### src/rtl/irsc_pkg.sv
// constants and types for the infrared transceiver serial control port
package irsc_pkg;
    // ---------------------------------------------------------------
    // frame format
    // ---------------------------------------------------------------
    localparam logic [2:0] ADDR_OWN = 3'h2;
    localparam logic [2:0] ADDR_BCAST = 3'h7;
    localparam logic [3:0] IDX_RESET = 4'hd;
    localparam logic [3:0] IDX_MODE = 4'h1;
    localparam logic [3:0] IDX_ESC = 4'hf;
    localparam logic [3:0] NUM_REGS = 4'h3;
    localparam logic [4:0] LAST_BYTE_BIT = 5'h07;
    localparam logic [4:0] LAST_STOP_BIT = 5'h01;
    localparam logic [4:0] READ_SKIP = 5'h0c;
    localparam logic [4:0] READ_EXT_SKIP = 5'h14;
    localparam logic [4:0] LOW_RESET = 5'h1e;
    localparam logic [23:0] REG_DEFAULTS = 24'h000000;
    // ---------------------------------------------------------------
    // register bus map
    // ---------------------------------------------------------------
    localparam logic [7:0] OFF_CTRL = 8'h00;
    localparam logic [7:0] OFF_STAT = 8'h04;
    localparam logic [7:0] OFF_REGS = 8'h08;
    localparam logic [1:0] CTRL_RESET = 2'h1;
    localparam int CTRL_EN_BIT = 0;
    localparam int CTRL_ACK_BIT = 1;
    localparam logic [1:0] RESP_OKAY = 2'h0;
    localparam logic [1:0] RESP_SLVERR = 2'h2;
    // ---------------------------------------------------------------
    // frame states
    // ---------------------------------------------------------------
    typedef enum logic [2:0] {
        ST_SYNC0 = 3'b000,
        ST_SYNC1 = 3'b001,
        ST_HDR = 3'b010,
        ST_SEL = 3'b011,
        ST_STOPS = 3'b100,
        ST_DATA = 3'b101,
        ST_STOPW = 3'b110,
        ST_SKIP = 3'b111
    } irsc_state_type;
endpackage

### src/rtl/irsc_ctrl.sv
// serial control port slave of an infrared transceiver, with register bus
//
// How it works
// - three lines: serial clock, command line on tx pin, reply on rx pin
// - one-byte special, two-byte write, two- and three-byte read frames
// - writes come on clock and command lines; reply line may acknowledge
// - act only on transceiver address 010 or broadcast 111
// - header: sync 0 then 1, direction, four index bits, three address bits
// - one command bit sampled per serial clock rising edge
// - index, address and data all travel least significant bit first
// - only reset special command and basic register writes act
// - framing of every frame tracked, ignored ones included
// - reset special command returns all registers to defaults
// - other special codes take no register action
// - write: index and address byte, then data byte sets register
// - index 1111 is the extended escape, never a register
// - index 0001 holds receiver bandwidth mode, 00 slowest, 05 fastest
// - command line low 30 serial clocks: restart framing, defaults
// - invalid reads get no response, invalid writes no acknowledge
`timescale 1ns/1ps
module irsc_ctrl #(
    parameter int ADDR_W = 8
) (
    // clock and reset
    input wire logic mclk,
    input wire logic rst_n,
    // serial link pins
    input wire logic sclk_pin,
    input wire logic shared_tx_command_pin,
    input wire logic rx_data_in,
    output logic reply_pin,
    // transceiver registers
    output logic [23:0] xcvr_regs,
    // axi4-lite write
    input wire logic [ADDR_W-1:0] awaddr,
    input wire logic awvalid,
    output logic awready,
    input wire logic [31:0] wdata,
    input wire logic [3:0] wstrb,
    input wire logic wvalid,
    output logic wready,
    output logic [1:0] bresp,
    output logic bvalid,
    input wire logic bready,
    // axi4-lite read
    input wire logic [ADDR_W-1:0] araddr,
    input wire logic arvalid,
    output logic arready,
    output logic [31:0] rdata,
    output logic [1:0] rresp,
    output logic rvalid,
    input wire logic rready
);
    // ---------------------------------------------------------------
    // pin synchronisers
    // ---------------------------------------------------------------
    logic sclk_s1, sclk_s2, sclk_s3, cmd_s1, cmd_s2, rx_s1, rx_s2;
    always_ff @(posedge mclk or negedge rst_n) begin
        if (!rst_n) begin
            {sclk_s1, sclk_s2, sclk_s3} <= 3'h0;
            {cmd_s1, cmd_s2, rx_s1, rx_s2} <= 4'hf;
        end else begin
            sclk_s1 <= sclk_pin;
            sclk_s2 <= sclk_s1;
            sclk_s3 <= sclk_s2;
            cmd_s1 <= shared_tx_command_pin;
            cmd_s2 <= cmd_s1;
            rx_s1 <= rx_data_in;
            rx_s2 <= rx_s1;
        end
    end
    logic rise, bit_s;
    assign rise = sclk_s2 & ~sclk_s3;
    assign bit_s = cmd_s2;

    // ---------------------------------------------------------------
    // frame decoder
    // ---------------------------------------------------------------
    irsc_pkg::irsc_state_type st_q, st_d;
    logic [4:0] cnt_q, cnt_d, low_q, low_d;
    logic [7:0] sh_q, sh_d, hdr_q, hdr_d, data_q, data_d, frames_q, frames_d;
    logic [23:0] regs_q, regs_d;
    logic ack_q, ack_d, reply_q, reply_d;
    logic [1:0] ctrl_q;
    logic addr_ok, commit, special_hit, low_hit;
    logic [3:0] idx;
    logic [4:0] skip_last;

    assign idx = hdr_q[4:1];
    assign addr_ok = (hdr_q[7:5] == irsc_pkg::ADDR_OWN) || (hdr_q[7:5] == irsc_pkg::ADDR_BCAST);
    // escape index is below no register
    assign skip_last = (idx == irsc_pkg::IDX_ESC) ? irsc_pkg::READ_EXT_SKIP - 5'h01
                                                  : irsc_pkg::READ_SKIP - 5'h01;

    always_comb begin
        st_d = st_q;
        cnt_d = cnt_q;
        sh_d = sh_q;
        hdr_d = hdr_q;
        data_d = data_q;
        low_d = low_q;
        ack_d = ack_q;
        regs_d = regs_q;
        frames_d = frames_q;
        commit = 1'b0;
        special_hit = 1'b0;
        low_hit = 1'b0;
        if (rise) begin
            ack_d = 1'b0;
            // lsb arrives first, shift toward bit 0
            sh_d = {bit_s, sh_q[7:1]};
            cnt_d = cnt_q + 5'h01;
            if (bit_s) begin
                low_d = 5'h00;
            end else if (low_q != irsc_pkg::LOW_RESET) begin
                low_d = low_q + 5'h01;
            end
            // every frame is walked to its end
            case (st_q)
                irsc_pkg::ST_SYNC0: begin
                    cnt_d = 5'h00;
                    if (!bit_s) begin
                        st_d = irsc_pkg::ST_SYNC1;
                    end
                end
                // second sync bit opens the header
                irsc_pkg::ST_SYNC1: begin
                    cnt_d = 5'h00;
                    if (bit_s) begin
                        st_d = irsc_pkg::ST_HDR;
                    end
                end
                irsc_pkg::ST_HDR: begin
                    if (cnt_q == irsc_pkg::LAST_BYTE_BIT) begin
                        hdr_d = sh_d;
                        cnt_d = 5'h00;
                        // direction picks write or read shape
                        st_d = sh_d[0] ? irsc_pkg::ST_SEL : irsc_pkg::ST_SKIP;
                    end
                end
                // marker 1 means data byte follows
                irsc_pkg::ST_SEL: begin
                    cnt_d = 5'h00;
                    st_d = bit_s ? irsc_pkg::ST_DATA : irsc_pkg::ST_STOPS;
                end
                irsc_pkg::ST_STOPS: begin
                    st_d = irsc_pkg::ST_SYNC0;
                    special_hit = !bit_s && ctrl_q[irsc_pkg::CTRL_EN_BIT] && addr_ok
                                  && (idx == irsc_pkg::IDX_RESET);
                end
                irsc_pkg::ST_DATA: begin
                    if (cnt_q == irsc_pkg::LAST_BYTE_BIT) begin
                        data_d = sh_d;
                        cnt_d = 5'h00;
                        st_d = irsc_pkg::ST_STOPW;
                    end
                end
                // a bad stop bit drops the frame
                irsc_pkg::ST_STOPW: begin
                    if (bit_s) begin
                        st_d = irsc_pkg::ST_SYNC0;
                    end else if (cnt_q == irsc_pkg::LAST_STOP_BIT) begin
                        st_d = irsc_pkg::ST_SYNC0;
                        commit = ctrl_q[irsc_pkg::CTRL_EN_BIT] && addr_ok
                                 && (idx < irsc_pkg::NUM_REGS);
                    end
                end
                // reads are followed but never answered
                irsc_pkg::ST_SKIP: begin
                    if (cnt_q == skip_last) begin
                        st_d = irsc_pkg::ST_SYNC0;
                    end
                end
                default: st_d = irsc_pkg::ST_SYNC0;
            endcase
            if (low_d == irsc_pkg::LOW_RESET && low_q != irsc_pkg::LOW_RESET) begin
                low_hit = 1'b1;
                st_d = irsc_pkg::ST_SYNC0;
                cnt_d = 5'h00;
            end
        end
        // reset command and long low restore defaults
        if (special_hit || low_hit) begin
            regs_d = irsc_pkg::REG_DEFAULTS;
        end else if (commit) begin
            // index selects the byte, mode is index 1
            regs_d[idx[1:0]*8 +: 8] = data_q;
            frames_d = frames_q + 8'h01;
            // broadcast writes stay silent to avoid collisions
            ack_d = ctrl_q[irsc_pkg::CTRL_ACK_BIT] && (hdr_q[7:5] == irsc_pkg::ADDR_OWN);
        end
        reply_d = ack_d | rx_s2;
    end

    always_ff @(posedge mclk or negedge rst_n) begin
        if (!rst_n) begin
            st_q <= irsc_pkg::ST_SYNC0;
            cnt_q <= 5'h00;
            low_q <= 5'h00;
            sh_q <= 8'h00;
            hdr_q <= 8'h00;
            data_q <= 8'h00;
            frames_q <= 8'h00;
            regs_q <= irsc_pkg::REG_DEFAULTS;
            ack_q <= 1'b0;
            reply_q <= 1'b1;
        end else begin
            st_q <= st_d;
            cnt_q <= cnt_d;
            low_q <= low_d;
            sh_q <= sh_d;
            hdr_q <= hdr_d;
            data_q <= data_d;
            frames_q <= frames_d;
            regs_q <= regs_d;
            ack_q <= ack_d;
            reply_q <= reply_d;
        end
    end
    assign reply_pin = reply_q;
    assign xcvr_regs = regs_q;

    // ---------------------------------------------------------------
    // axi4-lite slave
    // ---------------------------------------------------------------
    function automatic logic mapped(input logic [ADDR_W-1:0] a);
        mapped = (a[7:0] == irsc_pkg::OFF_CTRL) || (a[7:0] == irsc_pkg::OFF_STAT)
                 || (a[7:0] == irsc_pkg::OFF_REGS);
    endfunction

    logic aw_have_q, aw_have_d, w_have_q, w_have_d;
    logic [ADDR_W-1:0] aw_addr_q, aw_addr_d;
    logic [31:0] w_data_q, w_data_d, rdata_q, rdata_d;
    logic w_lane0_q, w_lane0_d;
    logic [1:0] ctrl_d, bresp_q, bresp_d, rresp_q, rresp_d;
    logic bvalid_q, bvalid_d, rvalid_q, rvalid_d;
    logic awready_q, awready_d, wready_q, wready_d, arready_q, arready_d;

    always_comb begin
        aw_have_d = aw_have_q;
        w_have_d = w_have_q;
        aw_addr_d = aw_addr_q;
        w_data_d = w_data_q;
        w_lane0_d = w_lane0_q;
        ctrl_d = ctrl_q;
        bresp_d = bresp_q;
        bvalid_d = bvalid_q;
        rdata_d = rdata_q;
        rresp_d = rresp_q;
        rvalid_d = rvalid_q;
        if (bvalid_q && bready) begin
            bvalid_d = 1'b0;
        end
        if (awvalid && awready_q) begin
            aw_have_d = 1'b1;
            aw_addr_d = awaddr;
        end
        if (wvalid && wready_q) begin
            w_have_d = 1'b1;
            w_data_d = wdata;
            w_lane0_d = wstrb[0];
        end
        // status and register words are read only, writes ignored
        if (aw_have_q && w_have_q && !bvalid_q) begin
            aw_have_d = 1'b0;
            w_have_d = 1'b0;
            bvalid_d = 1'b1;
            bresp_d = mapped(aw_addr_q) ? irsc_pkg::RESP_OKAY : irsc_pkg::RESP_SLVERR;
            if (aw_addr_q[7:0] == irsc_pkg::OFF_CTRL && w_lane0_q) begin
                ctrl_d = w_data_q[1:0];
            end
        end
        if (rvalid_q && rready) begin
            rvalid_d = 1'b0;
        end
        if (arvalid && arready_q) begin
            rvalid_d = 1'b1;
            rresp_d = mapped(araddr) ? irsc_pkg::RESP_OKAY : irsc_pkg::RESP_SLVERR;
            case (araddr[7:0])
                irsc_pkg::OFF_CTRL: rdata_d = {30'h0, ctrl_q};
                irsc_pkg::OFF_STAT: rdata_d = {16'h0, frames_q, 3'h0, ack_q, 1'h0, st_q};
                irsc_pkg::OFF_REGS: rdata_d = {8'h00, regs_q};
                default: rdata_d = 32'h0;
            endcase
        end
        awready_d = !aw_have_d && !bvalid_d;
        wready_d = !w_have_d && !bvalid_d;
        arready_d = !rvalid_d;
    end

    always_ff @(posedge mclk or negedge rst_n) begin
        if (!rst_n) begin
            aw_have_q <= 1'b0;
            w_have_q <= 1'b0;
            aw_addr_q <= '0;
            w_data_q <= 32'h0;
            w_lane0_q <= 1'b0;
            ctrl_q <= irsc_pkg::CTRL_RESET;
            bresp_q <= 2'h0;
            bvalid_q <= 1'b0;
            rdata_q <= 32'h0;
            rresp_q <= 2'h0;
            rvalid_q <= 1'b0;
            awready_q <= 1'b1;
            wready_q <= 1'b1;
            arready_q <= 1'b1;
        end else begin
            aw_have_q <= aw_have_d;
            w_have_q <= w_have_d;
            aw_addr_q <= aw_addr_d;
            w_data_q <= w_data_d;
            w_lane0_q <= w_lane0_d;
            ctrl_q <= ctrl_d;
            bresp_q <= bresp_d;
            bvalid_q <= bvalid_d;
            rdata_q <= rdata_d;
            rresp_q <= rresp_d;
            rvalid_q <= rvalid_d;
            awready_q <= awready_d;
            wready_q <= wready_d;
            arready_q <= arready_d;
        end
    end
    assign awready = awready_q;
    assign wready = wready_q;
    assign bresp = bresp_q;
    assign bvalid = bvalid_q;
    assign arready = arready_q;
    assign rdata = rdata_q;
    assign rresp = rresp_q;
    assign rvalid = rvalid_q;
endmodule

### config.mk
export PLATFORM = sky130hd
export DESIGN_NAME = irsc_ctrl
export DESIGN_NICKNAME = d
export VERILOG_FILES = /design/src/rtl/irsc_pkg.sv /design/src/rtl/irsc_ctrl.sv
export SDC_FILE = /design/constraint.sdc
export NUM_CORES = 1
export LEC_CHECK = 0
export ABC_AREA = 1
export ABC_CLOCK_PERIOD_IN_PS = 1680
export BUFFER_PORTS_ARGS = -buffer_cell sky130_fd_sc_hd__buf_4
export CAP_MARGIN = 20
export CORE_MARGIN = 2
export CORE_UTILIZATION = 49
export CTS_CLUSTER_SIZE = 20
export DETAILED_ROUTE_END_ITERATION = 10
export GPL_TIMING_DRIVEN = 1
export PLACE_DENSITY = 0.8
export REMOVE_ABC_BUFFERS = 1
export SLEW_MARGIN = 30
export SYNTH_ARGS = -nofsm -noshare
export SYNTH_HDL_FRONTEND = slang
export SYNTH_SLANG_ARGS = --single-unit
### constraint.sdc
create_clock -name mclk -period 1.68 [get_ports mclk]
set_input_delay 0 -clock mclk [delete_from_list [all_inputs] [get_ports mclk]]
set_output_delay 0 -clock mclk [all_outputs]
set_load 0.02 [all_outputs]
==> impl_metrics.csv, run 1 <==
group,metric,value,unit
outcome,violated_checks,"negative setup slack",
synthesis,synth.largest_area_cell,"dfrtp_1",
die,floorplan.initialDensity,50.77,%
die,dieArea,12880,sq um
synthesis,synth-compound-area-share,8.097,%
timing,fmax,542.2,MHz
cts,tritoncts,"done",
synthesis,synthTopCellsByCount,"nand2_1 (235), dfrtp_1 (113), inv_1 (68)",
place,place.gp.congestion,0.9361,
timing,timing.slew.headroom,66.58,%
routing,postRouteWirelength,16190,um
cts,clk_pin_slew,0.05,ns
critical_path,cells_along_the_critical_path,"inv_2, ha_4, nand2_4, nor2_4, nand2_2, nand2_2, nor2_4, nor2_4, nand3_4, nand2_4, buf_12, a21oi_1",
finish,drive_gt1_share,29.03,%
routing,drt-pass1-iter-count,7,
timing,finalClockSkew,0.007697,ns
cts,cts_inserted_buffers,17,
place,port_buffers,84,
routing,wl_per_cell,15.54,um
cts,clk_latency,0.42,ns
critical_path,critical_path_arrival,2.14,ns
synthesis,synth_most_common_cell,"nand2_1",
timing,finalHoldViolations,0,
timing,fin_crit_sh,109.8,%
cts,cts.htree.levels,4,
grt,number_of_antenna_violations_at_the_first_check_in_global_routing,0,
timing,final.setup.worst_slack,-0.1642,ns
pwr,p_leak,4.128,nW
finish,utilization,71.25,%
synthesis,synthFlopType,"dfrtp_1",
critical_path,path_class,"flop to flop",
pwr,post-layout-total-power,0.009089,W
die,core-area,11560,sq um
die,die_width,113.5,um
timing,final_period_minus_worst_setup_slack,1.844,ns
synthesis,ys_warn_count,0,
pwr,vdd_ir_drop_max,0.8644,mV
place,placedInstanceArea,7027,sq um
synthesis,postSynthAreaPerCell,8.224,sq um
flow_run,drv.max_cap_violation_count,0,
timing,setup_violations,42,
synthesis,post_synthesis_share_of_cell_area_spent_on_and_or_nand_and_nor_gates,28.25,%
synthesis,post_synth_mux_area_share,0.3835,%
critical_path,critPathMaxFanout,10,
synthesis,ys_seq_elements,122,
finish,insertedDiodeCount,0,
critical_path,cp_slowest_stage_delay,0.43,ns
synthesis,async_reset_ff_share,100.0,%
finish,areaGrowthSynthToFinish,40.34,%
place,detailedPlacementHpwl,10290,um
pwr,powerDensity,1103,nW/um^2
synthesis,synth_sequential_area_ratio,52.18,%
routing,route.vias.total,5550,
synthesis,yosys.area.top_type_share,48.16,%
outcome,run_status,"complete, but fails checks",
critical_path,crit_path_end_kind,"flop",
routing,remaining_drc_errors,0,
finish,net_count_reported_at_finish,959,
synthesis,synth.cell_area,5872,sq um
finish,fill_cells,831,
cts,ctsRootBufferMaster,"clkbuf_16",
grt,grt_max_degree,41,
finish,final-seq-area,3065,sq um
synthesis,post_synth_xor_area_fraction,1.193,%
timing,worstMarginPinSlew,0.5013,ns
grt,via_count_of_the_first_global_routing_pass,5494,
routing,drt-vias-per-instance,5.326,
finish,final_cell_area,8240,sq um
critical_path,crit_path_frequent_cell,"nor2_4",
critical_path,timing.critical_path.slowest_stage_cell,"dfrtp_1",
worst_hold_path,timing.hold.worst.class,"primary input to flop",
synthesis,synth_area_leaders,"dfrtp_1 (48%), nand2_1 (15%), o21ai_0 (5.5%), inv_1 (4.3%), dfstp_2 (4.0%)",
timing,drv_slew,0,
grt,grt.total_usage,25.63,%
grt,grt_pass1_wl,26110,um
critical_path,worst_ep_required_time,1.98,ns
cts,clock-sinks,122,
synthesis,syn-instance-count,714,
grt,overflow,0,
timing,grt_setup_unrepaired,"true",
cts,ctsLongestPathBuffers,2,
die,die_y,113.5,um
synthesis,yosysUniqueCellTypes,41,
synthesis,post_synth_fa_ha_maj_area_fraction,2.344,%
synthesis,synth-edff-count,0,
die,rows,39,
routing,antenna_violation_net_count_after_detailed_routing,0,
routing,drt-initial-drc-count,491,
die,design.portCount,128,
finish,multi_input_comb_area,2661,sq um
synthesis,synth_top_family_by_area,"simple AND/OR/NAND/NOR gates",
critical_path,startpoint_type,"flop",
==> logic make-up after synthesis <==
logic type	Yosys count
multiplexers	2
AO/OA/AOI/OAI	88
flip-flops	122
adder cells (fa/ha/maj)	11
other	1
AND/OR/NAND/NOR	382
XOR/XNOR	8
buffers and inverters	100
==> path summary, 6_finish.rpt <==
kind | start | end | slack [ns] | depth (start not counted)
max | low_q[0] | xcvr_regs[5] | -0.16 | 12
min | awvalid | aw_addr_q[4] | 0.05 | 4
max reg2reg | low_q[0] | xcvr_regs[5] | -0.16 | 12
min reg2reg | sclk_s1 | sclk_s2 | 0.34 | 0
max in group asynchronous | rst_n | bit_s | 0.92 | 3
min in group asynchronous | rst_n | rdata[18] | 0.11 | 2
==> critical path: cells and delay by family (launching register included) <==
kind                       cells  cell delay [ns]
AOI/OAI and AO/OA              1             0.05
adders and majority gates      1             0.14
buffers and inverters          2             0.24
and+or+nand+nor                8             0.86
DFF                            1             0.43
==> flip-flops by register name, indices dropped and copies added (netlist names), 2 cells and up <==
name / count
st_q: 3
rdata: 24
hdr_q: 7
ctrl_q: 2
w_data_q: 2
sh_q: 7
data_q: 8
aw_addr_q: 8
xcvr_regs: 24
low_q: 5
frames_q: 8
cnt_q: 5
==> repair_timing <==
item | 4_1_cts | 5_1_grt
pin swaps | 11 | 29
hold buffers | 20 | 0
buffers inserted | 8 | 3
setup endpoints to repair | 42 | 43
resized for setup | 26 | 54
gates cloned | 1 | 0
hold endpoints to repair | 133 | 0
==> layout by cell type (no fill, tap or decap), drive strengths merged, types with 2 or more instances in the layout <==
master,Yosys,layout
xor2,8,8
dfrtp,113,113
nor3,8,8
mux2,2,2
a22o,3,3
dlygate4sd3,0,20
nand4,34,34
o21ai,66,66
nand2,240,240
o211ai,2,2
clkbuf,10,19
bufinv,0,4
clkinv,3,9
a21oi,8,8
o22ai,5,5
buf,17,151
nand3,29,29
inv,70,70
clkinvlp,0,3
ha,11,11
dfstp,9,9
nor2,67,67
conb,1,10
==> per-layer routing <==
layer	track usage, %	share of wire, %	up-vias
met4	10.08	3.6	0
met2	44.99	51	243
met1	30.74	40	2610
met5	0	0	-
met3	5.739	5.8	60
li1	-	-	2637
==> area by class of cell <==
class / count / share of cell area, %
clock inverters: 13 / 2.141
inverters: 73 / 3.340
clock buffers: 19 / 5.254
repair buffers: 171 / 17.60
multi-input cells: 501 / 32.30
flip-flops and latches: 122 / 37.20
well taps: 143 / 2.171
==> per-stage QoR <==
step	setup WS, ns	std cells	TNS, ns	hold WS (ns)
2_1_floorplan	-0.2833	696	-4.670	-0.2956
3_3_place_gp	-0.1601	978	-3.977	-0.007609
3_5_place_dp	-0.1774	978	-5.129	-0.005265
4_1_cts	-0.1282	1039	-4.271	0.04910
5_1_grt	-0.2915	1042	-10.28	0.07713
6_report	-0.1642	1042	-5.547	0.05065
==> where the power goes <==
group	internal, W	switching, W
Combinational	0.000740	0.00106
Sequential	0.00330	0.000214
Clock	0.00246	0.00131
Note: power is estimated with default switching activity, not from simulation.
==> inputs of run 2 (changes only) <==
--- a/config.mk
+++ b/config.mk
@@ -5,16 +5,15 @@
 export SDC_FILE = /design/constraint.sdc
 export NUM_CORES = 1
 export LEC_CHECK = 0
-export ABC_AREA = 1
 export ABC_CLOCK_PERIOD_IN_PS = 1680
 export BUFFER_PORTS_ARGS = -buffer_cell sky130_fd_sc_hd__buf_4
 export CAP_MARGIN = 20
-export CORE_MARGIN = 2
+export CORE_MARGIN = 4
 export CORE_UTILIZATION = 49
 export CTS_CLUSTER_SIZE = 20
 export DETAILED_ROUTE_END_ITERATION = 10
 export GPL_TIMING_DRIVEN = 1
-export PLACE_DENSITY = 0.8
+export PLACE_DENSITY = 0.81
 export REMOVE_ABC_BUFFERS = 1
 export SLEW_MARGIN = 30
 export SYNTH_ARGS = -nofsm -noshare
==> run 2 against run 1 <==
The flow still finishes with violations (negative setup slack). Combinational power is 7% higher. Register-to-register slack worse by 0.18 ns. Flip-flop and latch count stayed put. Clock power is 1% lower.
==> impl_metrics.csv, run 2 <==
group,metric,value,unit
place,placedInstanceArea,6646,sq um
synthesis,yosys.area.top_type_share,51.22,%
routing,drt-vias-per-instance,5.553,
critical_path,crit_start,"cnt_q[1]",
timing,worstMarginPinSlew,0.6494,ns
worst_hold_path,timing.hold.worst_endpoint,"rdata[0]",
worst_hold_path,timing.hold.worst.class,"primary input to flop",
critical_path,timing.rr.start,"cnt_q[1]",
timing,fin_crit_sh,120.3,%
timing,final.setup.worst_slack,-0.3406,ns
grt,gr-usage-met3,5.603,%
cts,clk_latency,0.41,ns
die,rows,38,
critical_path,cpLargestDelayFamily,"simple AND/OR/NAND/NOR gates",
critical_path,crit_path_frequent_cell,"nand3_1",
timing,timing.slew.headroom,56.71,%
synthesis,synthFlopType,"dfrtp_1",
finish,drive_gt1_share,37.83,%
cts,tritoncts,"done",
place,port_buffers,84,
synthesis,synth_sequential_area_ratio,55.51,%
grt,number_of_antenna_violations_at_the_first_check_in_global_routing,0,
timing,finalClockSkew,0.009006,ns
critical_path,critical_path_arrival,2.30,ns
die,die_y,114.1,um
timing,final.setup.tns,-10.96,ns
flow_run,drv.max_cap_violation_count,0,
pwr,vdd_ir_drop_max,0.8288,mV
synthesis,synth-edff-count,0,
critical_path,rr_endpoint,"st_q[2]",
critical_path,cells_along_the_critical_path,"ha_2, and4bb_2, a2111oi_0, a21oi_2, and4b_1, nand3_1, nand3_1",
finish,top_library_cells_by_usage_in_the_layout_fill_and_taps_aside,"buf_4 (149), dfrtp_1 (113), nand2_1 (93), a21oi_1 (30), o21ai_0 (29)",
die,floorplan.initialDensity,50.48,%
synthesis,synth.cell_area,5520,sq um
grt,grt.total_usage,22.85,%
routing,remaining_drc_errors,0,
grt,met2_usage,40.59,%
critical_path,reg2reg_depth,7,
cts,ctsRootBufferMaster,"clkbuf_16",
place,place.detailed.instances,779,
grt,via_count_of_the_first_global_routing_pass,4904,
synthesis,syn-instance-count,519,
finish,fill_cells,706,
critical_path,critPathMaxFanout,3,
routing,drt-initial-drc-count,340,
outcome,violated_checks,"negative setup slack",
finish,final_cell_area,7801,sq um
critical_path,cp_slowest_stage_delay,0.53,ns
timing,final_period_minus_worst_setup_slack,2.021,ns
critical_path,regToRegSetupSlack,-0.34,ns
worst_hold_path,min-delay-start,"araddr[2]",
finish,final_common_cell,"buf_4",
outcome,run_status,"complete, but fails checks",
routing,wl_per_cell,17.09,um
place,detailedPlacementHpwl,9327,um
synthesis,synthTopCellsByCount,"dfrtp_1 (113), nand2_1 (96), o21ai_0 (33)",
critical_path,startpoint_type,"flop",
cts,clk_pin_slew,0.06,ns
synthesis,postSynthAreaPerCell,10.64,sq um
critical_path,cp_num_buf_inv,0,
finish,areaGrowthSynthToFinish,41.32,%
timing,setup_violations,55,
timing,drv_slew,0,
cts,cts.htree.levels,4,
synthesis,synth.largest_area_cell,"dfrtp_1",
finish,net_count_reported_at_finish,771,
pwr,p_leak,3.745,nW
synthesis,async_reset_ff_share,100.0,%
cts,cts_inserted_buffers,17,
finish,instances_no_fill,851,
synthesis,ys_warn_count,0,
timing,fmax,494.9,MHz
critical_path,timing.critical_path.slowest_stage_cell,"a2111oi_0",
cts,clock-sinks,122,
critical_path,crit_path_end_kind,"flop",
die,design.portCount,128,
timing,finalHoldViolations,0,
cts,ctsLongestPathBuffers,2,
grt,grt_pass1_wl,23640,um
finish,insertedDiodeCount,0,
synthesis,yosysUniqueCellTypes,61,
grt,top_usage_layer,"met2",
critical_path,worst_ep_required_time,1.96,ns
synthesis,synth_most_common_cell,"dfrtp_1",
place,place.gp.congestion,0.8344,
routing,route.vias.total,4726,
synthesis,ys_seq_elements,122,
die,dieArea,13030,sq um
routing,drt-pass1-iter-count,6,
worst_hold_path,hold_depth,4,
critical_path,path_class,"flop to flop",
routing,postRouteWirelength,14540,um
grt,grt_max_degree,123,
routing,antenna_violation_net_count_after_detailed_routing,0,
pwr,powerDensity,1189,nW/um^2
grt,met1_usage,26.56,%
die,core-area,10940,sq um
die,die_width,114.1,um
grt,overflow,0,
synthesis,synth_area_leaders,"dfrtp_1 (51%), nand2_1 (6.5%), mux2_2 (5.5%), dfstp_2 (4.3%), o21ai_0 (3.0%)",
timing,grt_setup_unrepaired,"true",
==> run 2: routing by layer <==
layer / share of wire (%) / vias up
li1: - / 2165
met2: 53 / 178
met3: 6.1 / 35
met4: 2.4 / 0
met1: 38 / 2348
met5: 0 / -
==> run 2: worst register-to-register path, stage by stage, from the launching register on <==
cell and delay (ns):
dfrtp_1 0.40, ha_2 0.21, and4bb_2 0.24, a2111oi_0 0.53
a21oi_2 0.09, and4b_1 0.25, nand3_1 0.09, nand3_1 0.08
==> run 2: where the power goes <==
part	switching, W	internal, W	total [W]
sequential	0.000307	0.00333	0.00363
combinational	0.000935	0.000990	0.00193
clock	0.00128	0.00244	0.00372
total	0.00252	0.00676	0.00928
==> run 2: cell families (layout without fill, tap and decap cells) <==
| kind of cell | Yosys count | in the layout | synth area share (%) |
|---|---|---|---|
| adder cells (fa/ha/maj) | 11 | 11 | 2.493 |
| AND/OR/NAND/NOR | 196 | 196 | 18.56 |
| other | 1 | 10 | 0.06793 |
| XOR/XNOR | 9 | 9 | 1.428 |
| AO/OA/AOI/OAI | 110 | 110 | 12.24 |
| flip-flops | 122 | 122 | 55.51 |
| buffers and inverters | 41 | 224 | 3.830 |
| multiplexers | 29 | 29 | 5.870 |
==> run 2: stage by stage <==
stage	util (%)	setup slack (ns)	total power (W)	hold slack, ns
final	71.34	-0.3406	0.009279	0.05719
after global routing	71.34	-0.4129	0.009690	0.07732
after CTS	70.41	-0.2926	0.009189	0.03980
after detailed placement	60.78	-0.3425	0.005183	0.1095
after global placement	60.78	-0.2959	0.005069	0.1095
after floorplan	-	-0.8824	0.004474	-0.2956
==> run 2: worst max-delay path by stage <==
stage,slack (ns),to,depth (start not counted)
finish,-0.34,st_q[2],7
global route,-0.41,reply_pin,8
CTS,-0.29,frames_q[5],9
detailed placement,-0.34,reply_pin,8
global placement,-0.30,reply_pin,8
floorplan,-0.88,xcvr_regs[0],7
==> run 2: area by class of cell <==
| type | instances | area (sq um) | share of cell area [%] |
|---|---|---|---|
| inverter | 10 | 37.54 | 0.4812 |
| tap | 140 | 175.2 | 2.245 |
| sequential | 122 | 3064 | 39.28 |
| clock inverter | 11 | 142.6 | 1.828 |
| timing repair buffer | 182 | 1481 | 18.99 |
| multi-input combinational | 365 | 2430 | 31.15 |
| clock buffer | 21 | 470.5 | 6.030 |
==> run 2: repair_timing <==
action,in CTS,in global routing
endpoints found under the setup margin,57,59
resized for setup,27,23
endpoints found under the hold margin,135,0
buffers inserted,17,2
pin swaps,12,6
hold buffers,21,0
==> inputs of run 3 (changes only) <==
--- a/config.mk
+++ b/config.mk
@@ -12,7 +12,7 @@
 export CORE_UTILIZATION = 49
 export CTS_CLUSTER_SIZE = 20
 export DETAILED_ROUTE_END_ITERATION = 10
-export GPL_TIMING_DRIVEN = 1
+export GPL_TIMING_DRIVEN = 0
 export PLACE_DENSITY = 0.81
 export REMOVE_ABC_BUFFERS = 1
 export SLEW_MARGIN = 30
==> run 3 against run 2 <==
The run still ends with negative setup slack left. Via count shrank 1.4%. Non-clock buffer count shrank 45. Maximum frequency shrank 7.7%. Combinational power shrank 25%. Utilization shrank 1.5 points. Clock skew is essentially flat. Hold slack gained 0.014 ns. Power shrank 6.1%. Wire length grew 2.5%. Critical endpoint is now frames_q[5].
==> impl_metrics.csv, run 3 (synthesis gave the netlist of run 2 again) <==
group,metric,value,unit
pwr,p_leak,3.541,nW
timing,setup_violations,53,
routing,drt-pass1-iter-count,5,
timing,finalHoldViolations,0,
place,port_buffers,84,
critical_path,startpoint_type,"flop",
pwr,vdd_ir_drop_max,0.7863,mV
routing,met3_length,1080,um
die,rows,38,
grt,grt.total_usage,22.22,%
timing,finalClockSkew,0.008722,ns
cts,clk_latency,0.41,ns
place,place.gp.congestion,0.8119,
routing,met1Wirelength,5645,um
critical_path,critPathMaxFanout,6,
critical_path,cp_slowest_stage_delay,0.46,ns
finish,net_count_reported_at_finish,726,
routing,drt-initial-drc-count,389,
worst_hold_path,hold_depth,4,
routing,topRoutingLayerUsed,"met4",
grt,grt_max_degree,71,
timing,final.setup.worst_slack,-0.5099,ns
outcome,violated_checks,"negative setup slack",
timing,grt_setup_unrepaired,"true",
finish,fill_cells,710,
cts,ctsLongestPathBuffers,2,
place,place.detailed.instances,723,
cts,clock-sinks,122,
finish,drive_gt1_share,37.39,%
place,placedInstanceArea,6241,sq um
routing,remaining_drc_errors,0,
timing,worstMarginPinSlew,0.6859,ns
cts,tritoncts,"done",
pwr,powerDensity,1140,nW/um^2
finish,utilization,69.85,%
routing,wl_per_cell,18.48,um
grt,grt_pass1_wl,23100,um
finish,insertedDiodeCount,0,
cts,ctsRootBufferMaster,"clkbuf_16",
finish,final-seq-area,3072,sq um
die,die_y,114.1,um
routing,route.met2.wl,7654,um
critical_path,rr_endpoint,"frames_q[5]",
cts,cts.htree.levels,4,
worst_hold_path,timing.hold.worst.class,"primary input to flop",
die,design.portCount,128,
flow_run,drv.max_cap_violation_count,0,
outcome,run_status,"complete, but fails checks",
critical_path,path_class,"flop to flop",
grt,overflow,0,
grt,via_count_of_the_first_global_routing_pass,4692,
critical_path,crit_path_end_kind,"flop",
routing,drt-vias-per-instance,5.782,
routing,antenna_violation_net_count_after_detailed_routing,0,
critical_path,reg2reg_depth,9,
worst_hold_path,timing.hold.worst_endpoint,"rdata[1]",
critical_path,cells_along_the_critical_path,"inv_2, ha_4, and2b_1, a211oi_4, nand4_4, and4_4, buf_4, nand4_1, xnor2_1",
critical_path,worst_ep_required_time,2.02,ns
finish,final_cell_area,7639,sq um
worst_hold_path,min-delay-start,"araddr[2]",
place,detailedPlacementHpwl,8506,um
grt,number_of_antenna_violations_at_the_first_check_in_global_routing,0,
routing,postRouteWirelength,14900,um
routing,route.vias.total,4660,
die,core-area,10940,sq um
die,die_width,114.1,um
finish,multi_input_comb_area,2599,sq um
timing,final_period_minus_worst_setup_slack,2.190,ns
timing,fmax,456.6,MHz
finish,top_library_cells_by_usage_in_the_layout_fill_and_taps_aside,"dfrtp_1 (107), buf_4 (103), nand2_1 (93), o21ai_0 (30), nand3_1 (22)",
cts,cts_inserted_buffers,17,
cts,clk_pin_slew,0.06,ns
timing,timing.slew.headroom,54.07,%
timing,drv_slew,0,
finish,final_common_cell,"dfrtp_1",
critical_path,timing.rr.start,"low_q[0]",
finish,areaGrowthSynthToFinish,38.37,%
finish,instances_no_fill,806,
critical_path,critical_path_arrival,2.53,ns
critical_path,regToRegSetupSlack,-0.51,ns
die,floorplan.initialDensity,50.48,%
timing,fin_crit_sh,130.3,%
die,dieArea,13030,sq um
critical_path,timing.critical_path.slowest_stage_cell,"dfrtp_2",
[run 3: cell count changes in the layout (fill, tap and decap cells not counted), moves of 3 or more]
cell | before | now
dfrtp_2 | 0 | 6
mux2_4 | 7 | 13
dfrtp_1 | 113 | 107
a21oi_1 | 30 | 14
mux2_2 | 20 | 14
buf_6 | 10 | 7
a21oi_2 | 1 | 16
clkbuf_1 | 1 | 5
buf_4 | 149 | 103
nor2_4 | 0 | 4
nor2_1 | 21 | 16
[run 3: worst max-delay path by stage]
stage	slack, ns	startpoint	endpoint	depth (start not counted)
CTS	-0.40	low_q[0]	reply_pin	8
global placement	-1.34	low_q[0]	xcvr_regs[4]	7
global route	-0.56	st_q[2]	xcvr_regs[23]	6
detailed placement	-0.81	sclk_s2	xcvr_regs[7]	6
finish	-0.51	low_q[0]	frames_q[5]	9
floorplan	-0.88	low_q[0]	xcvr_regs[0]	7
[run 3: worst max-delay path, delay by kind of cell (launching register included)]
family / cells / cell delay (ns)
xor gates and xnor gates: 1 / 0.13
adders and majority gates: 1 / 0.13
buffers and inverters: 2 / 0.27
and+or+nand+nor: 4 / 0.79
AOI/OAI and AO/OA: 1 / 0.34
DFF: 1 / 0.46
[run 3: per-layer routing]
layer	up-vias	global-route usage, %
met5	-	0
met4	0	9.184
met3	49	5.233
met2	207	38.60
met1	2321	26.53
li1	2083	-
[run 3: area by class of cell]
type,instances,share of cell area [%]
multi-input cells,365,34.02
inverters,10,0.4914
repair buffers,137,15.54
well taps,140,2.293
clock buffers,24,6.175
flip-flops and latches,122,40.21
clock inverters,8,1.261
[run 3: power by group]
group | internal, W | switching [W] | total [W]
Combinational | 0.000716 | 0.000720 | 0.00144
Clock | 0.00225 | 0.00126 | 0.00351
Sequential | 0.00333 | 0.000431 | 0.00376
[run 3: timing repair]
action / in CTS / in global routing
hold buffers: 21 / 0
hold endpoints to repair: 138 / 0
gates resized for setup: 66 / 33
cloned: 2 / 0
setup endpoints to repair: 72 / 78
pin swaps: 14 / 8
buffers inserted: 24 / 6
[run 3: stage by stage]
stage / setup slack [ns] / total power, W / setup TNS, ns / hold slack, ns
floorplan: -0.8824 / 0.004474 / -29.06 / -0.2956
global placement: -1.341 / 0.004828 / -54.94 / 0.1091
detailed placement: -0.8064 / 0.004930 / -30.45 / -0.06378
CTS: -0.3965 / 0.008576 / -12.93 / 0.04636
global route: -0.5572 / 0.009069 / -22.01 / 0.09854
finish: -0.5099 / 0.008711 / -18.62 / 0.07101
